File: config.mk
export PLATFORM = sky130hd
export DESIGN_NAME = nvram_host
export DESIGN_NICKNAME = d
export VERILOG_FILES = /design/src/common/nvram_host_pkg.sv /design/src/design/nvram_host.sv /design/src/design/interval_timer.sv
export VERILOG_INCLUDE_DIRS = /design/src /design/src/common
export SDC_FILE = /design/constraint.sdc
export NUM_CORES = 1
export LEC_CHECK = 0
export ABC_CLOCK_PERIOD_IN_PS = 2100
export BUFFER_PORTS_ARGS = -buffer_cell sky130_fd_sc_hd__buf_2
export CAP_MARGIN = 20
export CELL_PAD_IN_SITES_DETAIL_PLACEMENT = 1
export CELL_PAD_IN_SITES_GLOBAL_PLACEMENT = 2
export CORE_MARGIN = 4
export CORE_UTILIZATION = 30
export DETAILED_ROUTE_END_ITERATION = 8
export PLACE_DENSITY_LB_ADDON = 0.1
export SLEW_MARGIN = 20
export SYNTH_ARGS = -nofsm -noshare
export SYNTH_HDL_FRONTEND = slang
export SYNTH_SLANG_ARGS = --single-unit
File: constraint.sdc
create_clock -name CLK_SYS -period 2.1 [get_ports CLK_SYS]
set_input_delay 0.42 -clock CLK_SYS [delete_from_list [all_inputs] [get_ports CLK_SYS]]
set_output_delay 0.42 -clock CLK_SYS [all_outputs]
set_load 0.01 [all_outputs]
File: src/common/nvram_host_defs.svh
// Timing constants and pin widths for the battery-backed memory host
`ifndef NVRAM_HOST_DEFS_SVH
`define NVRAM_HOST_DEFS_SVH

// System clock rate
`define NV_CLK_MHZ          40

// Pin widths
`define NV_ADDR_W           13
`define NV_DATA_W           8

// Times as printed, in ns or us
`define NV_STROBE_FLOAT_NS  50
`define NV_PULSE_NS         80
`define NV_DATA_VALID_NS    50
`define NV_ACCESS_NS        100
`define NV_SEL_RECOVERY_NS  10
`define NV_POWERUP_REC_US   1000

// Least times rounded up to whole cycles, never below one
`define NV_CEIL_CYC(ns) \
    ((((ns) * `NV_CLK_MHZ + 999) / 1000) < 1 ? 1 : \
     (((ns) * `NV_CLK_MHZ + 999) / 1000))

`define NV_FLOAT_CYC        `NV_CEIL_CYC(`NV_STROBE_FLOAT_NS)
`define NV_PULSE_CYC        `NV_CEIL_CYC(`NV_PULSE_NS)
`define NV_DV_CYC           `NV_CEIL_CYC(`NV_DATA_VALID_NS)
`define NV_ACCESS_CYC       `NV_CEIL_CYC(`NV_ACCESS_NS)
`define NV_RECOV_CYC        `NV_CEIL_CYC(`NV_SEL_RECOVERY_NS)
`define NV_DRIVE_CYC \
    ((`NV_PULSE_CYC - `NV_FLOAT_CYC) > `NV_DV_CYC ? \
     (`NV_PULSE_CYC - `NV_FLOAT_CYC) : `NV_DV_CYC)
`define NV_POWERUP_REC_CYC  (`NV_POWERUP_REC_US * `NV_CLK_MHZ)

`endif

File: src/common/nvram_host_pkg.sv
// Types shared by the battery-backed memory host
package nvram_host_pkg;

    typedef struct packed {
        logic       valid;
        logic       write;
        logic [12:0] addr;
        logic [7:0] wdata;
    } req_t;

    typedef struct packed {
        logic       done;
        logic [7:0] rdata;
    } rsp_t;

    typedef enum logic [3:0] {
        ST_GUARD    = 4'h0,
        ST_IDLE     = 4'h1,
        ST_WR_FLOAT = 4'h2,
        ST_WR_DRIVE = 4'h3,
        ST_WR_HOLD  = 4'h4,
        ST_RD       = 4'h5,
        ST_RECOVER  = 4'h6,
        ST_FAIL     = 4'h7
    } state_t;

endpackage

File: src/design/nvram_host.sv
// Host-side pin controller for a battery-backed byte-wide static memory
`include "nvram_host_defs.svh"
`timescale 1ns/1ps
`default_nettype none
module nvram_host
    import nvram_host_pkg::*;
#(
    parameter int RECOVERY_CYC = `NV_POWERUP_REC_CYC,
    parameter int ADDR_W       = `NV_ADDR_W,
    parameter int DATA_W       = `NV_DATA_W
) (
    input  wire logic              CLK_SYS,
    input  wire logic              RSTN,
    input  wire nvram_host_pkg::req_t REQ,
    output var  logic              READY,
    output var  nvram_host_pkg::rsp_t RSP,
    output var  logic              PF_WARN,
    input  wire logic              PWR_FAIL_N,
    output var  logic              SELECT_LOW_ACTIVE_N,
    output var  logic              SELECT_HIGH_ACTIVE,
    output var  logic              WRITE_STROBE_N,
    output var  logic              OUTPUT_GATE_N,
    output var  logic [ADDR_W-1:0] ADDR,
    input  wire logic [DATA_W-1:0] BYTE_LINES_I,
    output var  logic [DATA_W-1:0] BYTE_LINES_O,
    output var  logic              BYTE_LINES_OE
);
    import nvram_host_pkg::*;

    localparam logic [3:0] FLOAT_LAST  = 4'(`NV_FLOAT_CYC - 1);
    localparam logic [3:0] DRIVE_LAST  = 4'(`NV_DRIVE_CYC - 1);
    localparam logic [3:0] ACCESS_LAST = 4'(`NV_ACCESS_CYC - 1);
    localparam logic [3:0] RECOV_LAST  = 4'(`NV_RECOV_CYC - 1);

    state_t      state_r;
    state_t      state_nxt;
    logic [3:0]  cnt_r;
    logic [3:0]  cnt_nxt;
    logic        take;
    logic        guard_load;
    logic        guard_done;
    logic        boot_r;

    ////////////////////////////////////////////////////////////////////////
    // Power-up guard timer

    // Loaded at reset, in every ST_FAIL cycle and while the interrupt is low in ST_GUARD, so the
    // device is never selected after a release seen in one of those before its full recovery delay
    // The timer's own reset clears it, so the first cycle out of reset
    // loads it here; otherwise the guard would end at once
    always_ff @(posedge CLK_SYS)
    begin
        if (!RSTN)
            boot_r <= 1'b1;
        else
            boot_r <= 1'b0;
    end

    assign guard_load = boot_r || (state_r == ST_FAIL) ||
                        (state_r == ST_GUARD && !PWR_FAIL_N);

    interval_timer #(
        .W (17)
    ) u_guard (
        .clk      (CLK_SYS),
        .rst_n    (RSTN),
        .load     (guard_load || !RSTN),
        .load_val (17'(RECOVERY_CYC)),
        .done     (guard_done)
    );

    ////////////////////////////////////////////////////////////////////////
    // Sequencer

    // New work is refused while the interrupt is low: the device may cut off
    // on its own within 10 us
    assign take = REQ.valid && READY && PWR_FAIL_N;

    always_comb
    begin
        state_nxt = state_r;
        cnt_nxt   = cnt_r + 4'h1;
        case (state_r)
            ST_GUARD:
            begin
                cnt_nxt = 4'h0;
                // Kept deselected while the supply rises
                if (guard_done && PWR_FAIL_N)
                    state_nxt = ST_IDLE;
            end
            ST_IDLE:
            begin
                cnt_nxt = 4'h0;
                if (!PWR_FAIL_N)
                    state_nxt = ST_FAIL;
                else if (take)
                    state_nxt = REQ.write ? ST_WR_FLOAT : ST_RD;
            end
            ST_WR_FLOAT:
            begin
                // Strobe low, data held off until the device has floated
                if (cnt_r == FLOAT_LAST)
                begin
                    state_nxt = ST_WR_DRIVE;
                    cnt_nxt   = 4'h0;
                end
            end
            ST_WR_DRIVE:
            begin
                if (cnt_r == DRIVE_LAST)
                begin
                    state_nxt = ST_WR_HOLD;
                    cnt_nxt   = 4'h0;
                end
            end
            ST_WR_HOLD:
            begin
                state_nxt = ST_RECOVER;
                cnt_nxt   = 4'h0;
            end
            ST_RD:
            begin
                if (cnt_r == ACCESS_LAST)
                begin
                    state_nxt = ST_RECOVER;
                    cnt_nxt   = 4'h0;
                end
            end
            ST_RECOVER:
            begin
                // Deselected gap before the next cycle
                if (cnt_r == RECOV_LAST)
                begin
                    state_nxt = PWR_FAIL_N ? ST_IDLE : ST_FAIL;
                    cnt_nxt   = 4'h0;
                end
            end
            ST_FAIL:
            begin
                cnt_nxt = 4'h0;
                if (PWR_FAIL_N)
                    state_nxt = ST_GUARD;
            end
            default:
            begin
                state_nxt = ST_GUARD;
                cnt_nxt   = 4'h0;
            end
        endcase
    end

    always_ff @(posedge CLK_SYS)
    begin
        if (!RSTN)
        begin
            state_r <= ST_GUARD;
            cnt_r   <= 4'h0;
        end
        else
        begin
            state_r <= state_nxt;
            cnt_r   <= cnt_nxt;
        end
    end

    ////////////////////////////////////////////////////////////////////////
    // Memory control pins decoded from the next state so they leave flops; address and write data load on take

    always_ff @(posedge CLK_SYS)
    begin
        if (!RSTN)
        begin
            SELECT_LOW_ACTIVE_N <= 1'b1;
            SELECT_HIGH_ACTIVE  <= 1'b0;
        end
        else
        begin
            // Both selects move together, so the strobe alone frames a write
            SELECT_LOW_ACTIVE_N <= !(state_nxt inside
                {ST_WR_FLOAT, ST_WR_DRIVE, ST_WR_HOLD, ST_RD});
            SELECT_HIGH_ACTIVE  <= (state_nxt inside
                {ST_WR_FLOAT, ST_WR_DRIVE, ST_WR_HOLD, ST_RD});
        end
    end

    always_ff @(posedge CLK_SYS)
    begin
        if (!RSTN)
            WRITE_STROBE_N <= 1'b1;
        else
            WRITE_STROBE_N <= !(state_nxt inside
                {ST_WR_FLOAT, ST_WR_DRIVE});
    end

    // Gate only opens for reads; held high during writes regardless
    always_ff @(posedge CLK_SYS)
    begin
        if (!RSTN)
            OUTPUT_GATE_N <= 1'b1;
        else
            OUTPUT_GATE_N <= (state_nxt != ST_RD);
    end

    // Address captured once and untouched until the cycle is idle again
    always_ff @(posedge CLK_SYS)
    begin
        if (!RSTN)
            ADDR <= '0;
        else if (take)
            ADDR <= REQ.addr;
    end

    always_ff @(posedge CLK_SYS)
    begin
        if (!RSTN)
            BYTE_LINES_O <= '0;
        else if (take && REQ.write)
            BYTE_LINES_O <= REQ.wdata;
    end

    // Data kept one cycle past the strobe rise for hold time
    always_ff @(posedge CLK_SYS)
    begin
        if (!RSTN)
            BYTE_LINES_OE <= 1'b0;
        else
            BYTE_LINES_OE <= (state_nxt inside
                {ST_WR_DRIVE, ST_WR_HOLD});
    end

    ////////////////////////////////////////////////////////////////////////
    // User side

    always_ff @(posedge CLK_SYS)
    begin
        if (!RSTN)
            READY <= 1'b0;
        else
            READY <= (state_nxt == ST_IDLE);
    end

    always_ff @(posedge CLK_SYS)
    begin
        if (!RSTN)
            PF_WARN <= 1'b0;
        else
            PF_WARN <= !PWR_FAIL_N;
    end

    always_ff @(posedge CLK_SYS)
    begin
        if (!RSTN)
            RSP <= '0;
        else
        begin
            RSP.done <= (state_r == ST_WR_HOLD) ||
                        (state_r == ST_RD && cnt_r == ACCESS_LAST);
            if (state_r == ST_RD && cnt_r == ACCESS_LAST)
                RSP.rdata <= BYTE_LINES_I;
        end
    end
endmodule // nvram_host
`default_nettype wire

File: src/design/interval_timer.sv
// Down-counting interval timer with a done level
`timescale 1ns/1ps
`default_nettype none
module interval_timer #(
    parameter int W = 16
) (
    input  wire logic         clk,
    input  wire logic         rst_n,
    input  wire logic         load,
    input  wire logic [W-1:0] load_val,
    output var  logic         done
);
    logic [W-1:0] cnt_r;

    always_ff @(posedge clk)
    begin
        if (!rst_n)
            cnt_r <= '0;
        else if (load)
            cnt_r <= load_val;
        else if (cnt_r != '0)
            cnt_r <= cnt_r - 1'b1;
    end

    assign done = (cnt_r == '0) && !load;
endmodule // interval_timer
`default_nettype wire

==> results.md <==
- Number of buffer and inverter instances along the worst setup path: 1
- Syn nets: 344
- H-tree lvl count: 3
- Number of cells in the finished layout apart from fillers: 495
- Height of the die: 103 um
- Syn_area_per_cell: 8.80 um2
- Setup repair after global routing missed its margin: no
- Busiest layer in global routing: met2
- Fraction of the mapped netlist area in adder cells: 2.33%
- Hpwl dp: 5100 um
- Hold/Removal Path Class: in -> reg
- Sequential-to-total area share from yosys stat: 47.0%
- Layout net count: 421
- Count of pins on the block boundary: 71
- Area of the mapped netlist: 2690 um2
- Worst-path cell chain: inv_1 > ha_1 > nor3b_2 > mux2_2 > a2111o_1 > o211ai_2 > and4_1
- Aggregate negative setup slack: 0 ns
- Levels on crit path: 7
- Critical path origin: cnt_r[1]
- Global routing usage on met1: 17.2%
- Min Tclk post-route: 1.92 ns
- Maximum clock skew at final layout: 0.0147 ns
- Post-detailed-route DRC marker count: 0
- Area share of the largest cell type after synthesis: 47.0%
- Register-to-register setup slack: 0.18 ns
- Total inserted antenna cells: 0
- Leading area contributor after synthesis: dfxtp_1
- Full die area: 10,500 um2
- Slowest stage delay, CP: 0.44 ns
- Cell area reported after detailed placement: 3190 um2
- Initial core utilization: 30.8%
- Met2 capacity usage during global routing: 21.9%
- Most used flip-flop cell after synthesis: dfxtp_1
- Average detailed-routed wire length per instance: 14.1 um
- Worst-case clock buffer depth: 2
- Highest net fanout along the worst path: 4
- Arrival time of the worst setup path: 2.20 ns
- Core Rows: 34
- Post-cts gate resize count: 0
- Violation count after the first detailed-route iteration: 33
- Power density of the placed cells: 722 nW/um2
- Global-route wire length before repair: 11,300 um
- Dominant delay contributor by cell family on the critical path: compound AO/OA/AOI/OAI gates
- Compound-cell area share of the yosys netlist: 13.3%
- TritonRoute pass-1 iters: 4
- Endpoints failing setup: 0
- Netlist cell types: 51
- Final Max Slew Viols: 0
- Endpoint of the lowest-slack register-to-register path: READY
- FF-to-FF Start: cnt_r[1]
- Maximum number of pins on one net before global-route repair: 33
- Number of placed cells counting well taps: 479
- Total Routed Length: 6980 um
- Area of all placed cells without fillers: 3360 um2
- Warnings, synthesis: 0
- Mux cell area share after synthesis: 3.82%
- TritonCTS Sinks: 63
- Count of fill cells added during filler insertion: 1,053
- Pin slew with the least headroom to its limit: 0.530 ns
- Area delta synth->final: 25.2%
- Commonest non-fill, non-tap cells in the layout: buf_2 (70), dfxtp_1 (63), nand2_1 (54)
- Overall track demand over capacity in global routing: 13.8%
- Kind of start point of the critical path: flip-flop
- Worst-Skew Late Latency: 0.34 ns
- Final core utilization: 38.5%
- Post-CTS clock slew at the launch and capture registers of the worst setup and hold paths: 0.08 ns
- RD Place Congestion: 0.720
- Grt ovf: 0
- Fraction of layout instances using a drive strength above 1: 28.2%
- Antenna violations before repair: 0
- Termination of the worst setup path: READY
- Number of buffers inserted by hold repair at cts: 0
- Count of buffers inserted at the top-level ports: 70
- Most frequent standard cell in the layout excluding fill and tap cells: buf_2
- GR Util met3: 5.62%
- Number of synthesized flops with an enable pin: 0
- Status: complete, no violations
- Required arrival time at the worst endpoint: 2.38 ns
- Largest family of logic cells by synthesized area: simple AND/OR/NAND/NOR gates
- Vias in the first global route: 2,295
- Endpoints failing hold: 0
- Post-CTS setup repair buffer count: 0
- Worst slew margin relative to its limit: 64.6%
- Share of flip-flops with an asynchronous set or reset: 0%
- Count of max-cap constraint violations: 0
- Top cells by area, synth: dfxtp_1 (47%), nand2_1 (7.5%), a21oi_1 (5.8%)
- Max Freq: 520 MHz
- Buffer cell driving the clock tree root: clkbuf_8
- Simple-gate share of the synthesized area: 25.1%
- Xor and xnor area share after synthesis: 4.57%
- Classification of the worst setup path: reg -> reg
- Number of buffers inserted during clock tree synthesis: 9
- Via count: 2,354
- Final cycle utilization of the critical path: 91.6%
- Die width: 103 um
- Endpoint class of the critical path: flip-flop
- Static power due to leakage: 1.44 nW
- Core footprint: 8720 um2
- Residual antenna-violating net count after detailed routing: 0
- Cell count of the worst reg-to-reg path: 7
- Maximum resistive drop on vdd: 273 uV
- Flop and latch count out of synthesis: 63
- Via-to-Cell Ratio: 4.76
- Synthesized instance count: 305
- Slowest CP cell: a2111o_1
- Clock tree from TritonCTS: built
[area by class of cell]
class | instances | area, um2 | area share (%)
multi-input cells | 218 | 1320 | 39.4
flip-flops and latches | 63 | 1260 | 37.5
clock inverters | 5 | 33.8 | 1.01
well taps | 108 | 135 | 4.02
repair buffers | 81 | 433 | 12.9
clock buffers | 11 | 141 | 4.21
inverters | 9 | 33.8 | 1.01
[registers in the layout (all words and copies together), names as in the netlist]
register             count
BYTE_LINES_OE            1
READY                    1
boot_r                   1
PF_WARN                  1
ADDR                    13
state_r                  4
SELECT_HIGH_ACTIVE       1
u_guard.cnt_r           17
WRITE_STROBE_N           1
OUTPUT_GATE_N            1
RSP                      9
cnt_r                    4
SELECT_LOW_ACTIVE_N      1
BYTE_LINES_O             8
[power breakdown]
part           internal (mW)  switching [mW]  total [mW]
Sequential              1.22          0.0276        1.25
Clock                  0.459           0.499       0.957
Combinational          0.106           0.117       0.223
Total                   1.78           0.643        2.43
[through the flow]
step           worst slack, ns  hold WS (ns)  power (mW)
3_5_place_dp             0.189         0.443        1.50
5_1_grt                 0.0579         0.298        2.57
3_3_place_gp             0.277         0.439        1.50
6_report                 0.176         0.306        2.43
4_1_cts                  0.159         0.286        2.48
2_1_floorplan            0.373         0.445        1.42
[cells by family after synthesis]
logic type,Yosys count
and+or+nand+nor,131
DFF,63
AOI/OAI and AO/OA,57
buffers and inverters,24
xor gates and xnor gates,14
muxes,10
adders and majority gates,5
other,1
[cells in the mapped netlist, drive strengths merged, types with 7 or more instances]
cell,instances
buf,12
nor2,29
o21ai,7
dfxtp,63
inv,9
nand3,10
xnor2,7
mux2i,8
nand2,54
xor2,7
a21oi,31
[per-layer routing]
| layer | up-vias | share of wire (%) |
|---|---|---|
| li1 | 1190 | - |
| met1 | 1105 | 45 |
| met2 | 49 | 48 |
| met3 | 10 | 6.3 |
| met4 | 0 | 1.4 |
| met5 | - | 0 |
[how the worst min path moves through the flow]
| stage | startpoint | endpoint | slack [ns] | cells after the start |
|---|---|---|---|---|
| floorplan | cnt_r[0] | cnt_r[0] | 0.44 | 1 |
| detailed placement | ADDR[6] | ADDR[6] | 0.44 | 2 |
| CTS | REQ[14] | ADDR[6] | 0.29 | 3 |
| global placement | ADDR[8] | ADDR[8] | 0.44 | 2 |
| finish | REQ[14] | ADDR[6] | 0.31 | 3 |
| global route | REQ[14] | ADDR[6] | 0.30 | 3 |
[worst register-to-register path: stages, from the launching register on]
cell and delay, ns:
dfxtp_1 0.36, inv_1 0.07, ha_1 0.21, nor3b_2 0.19
mux2_2 0.28, a2111o_1 0.44, o211ai_2 0.09, and4_1 0.22
(Power assumes the default switching activity.)
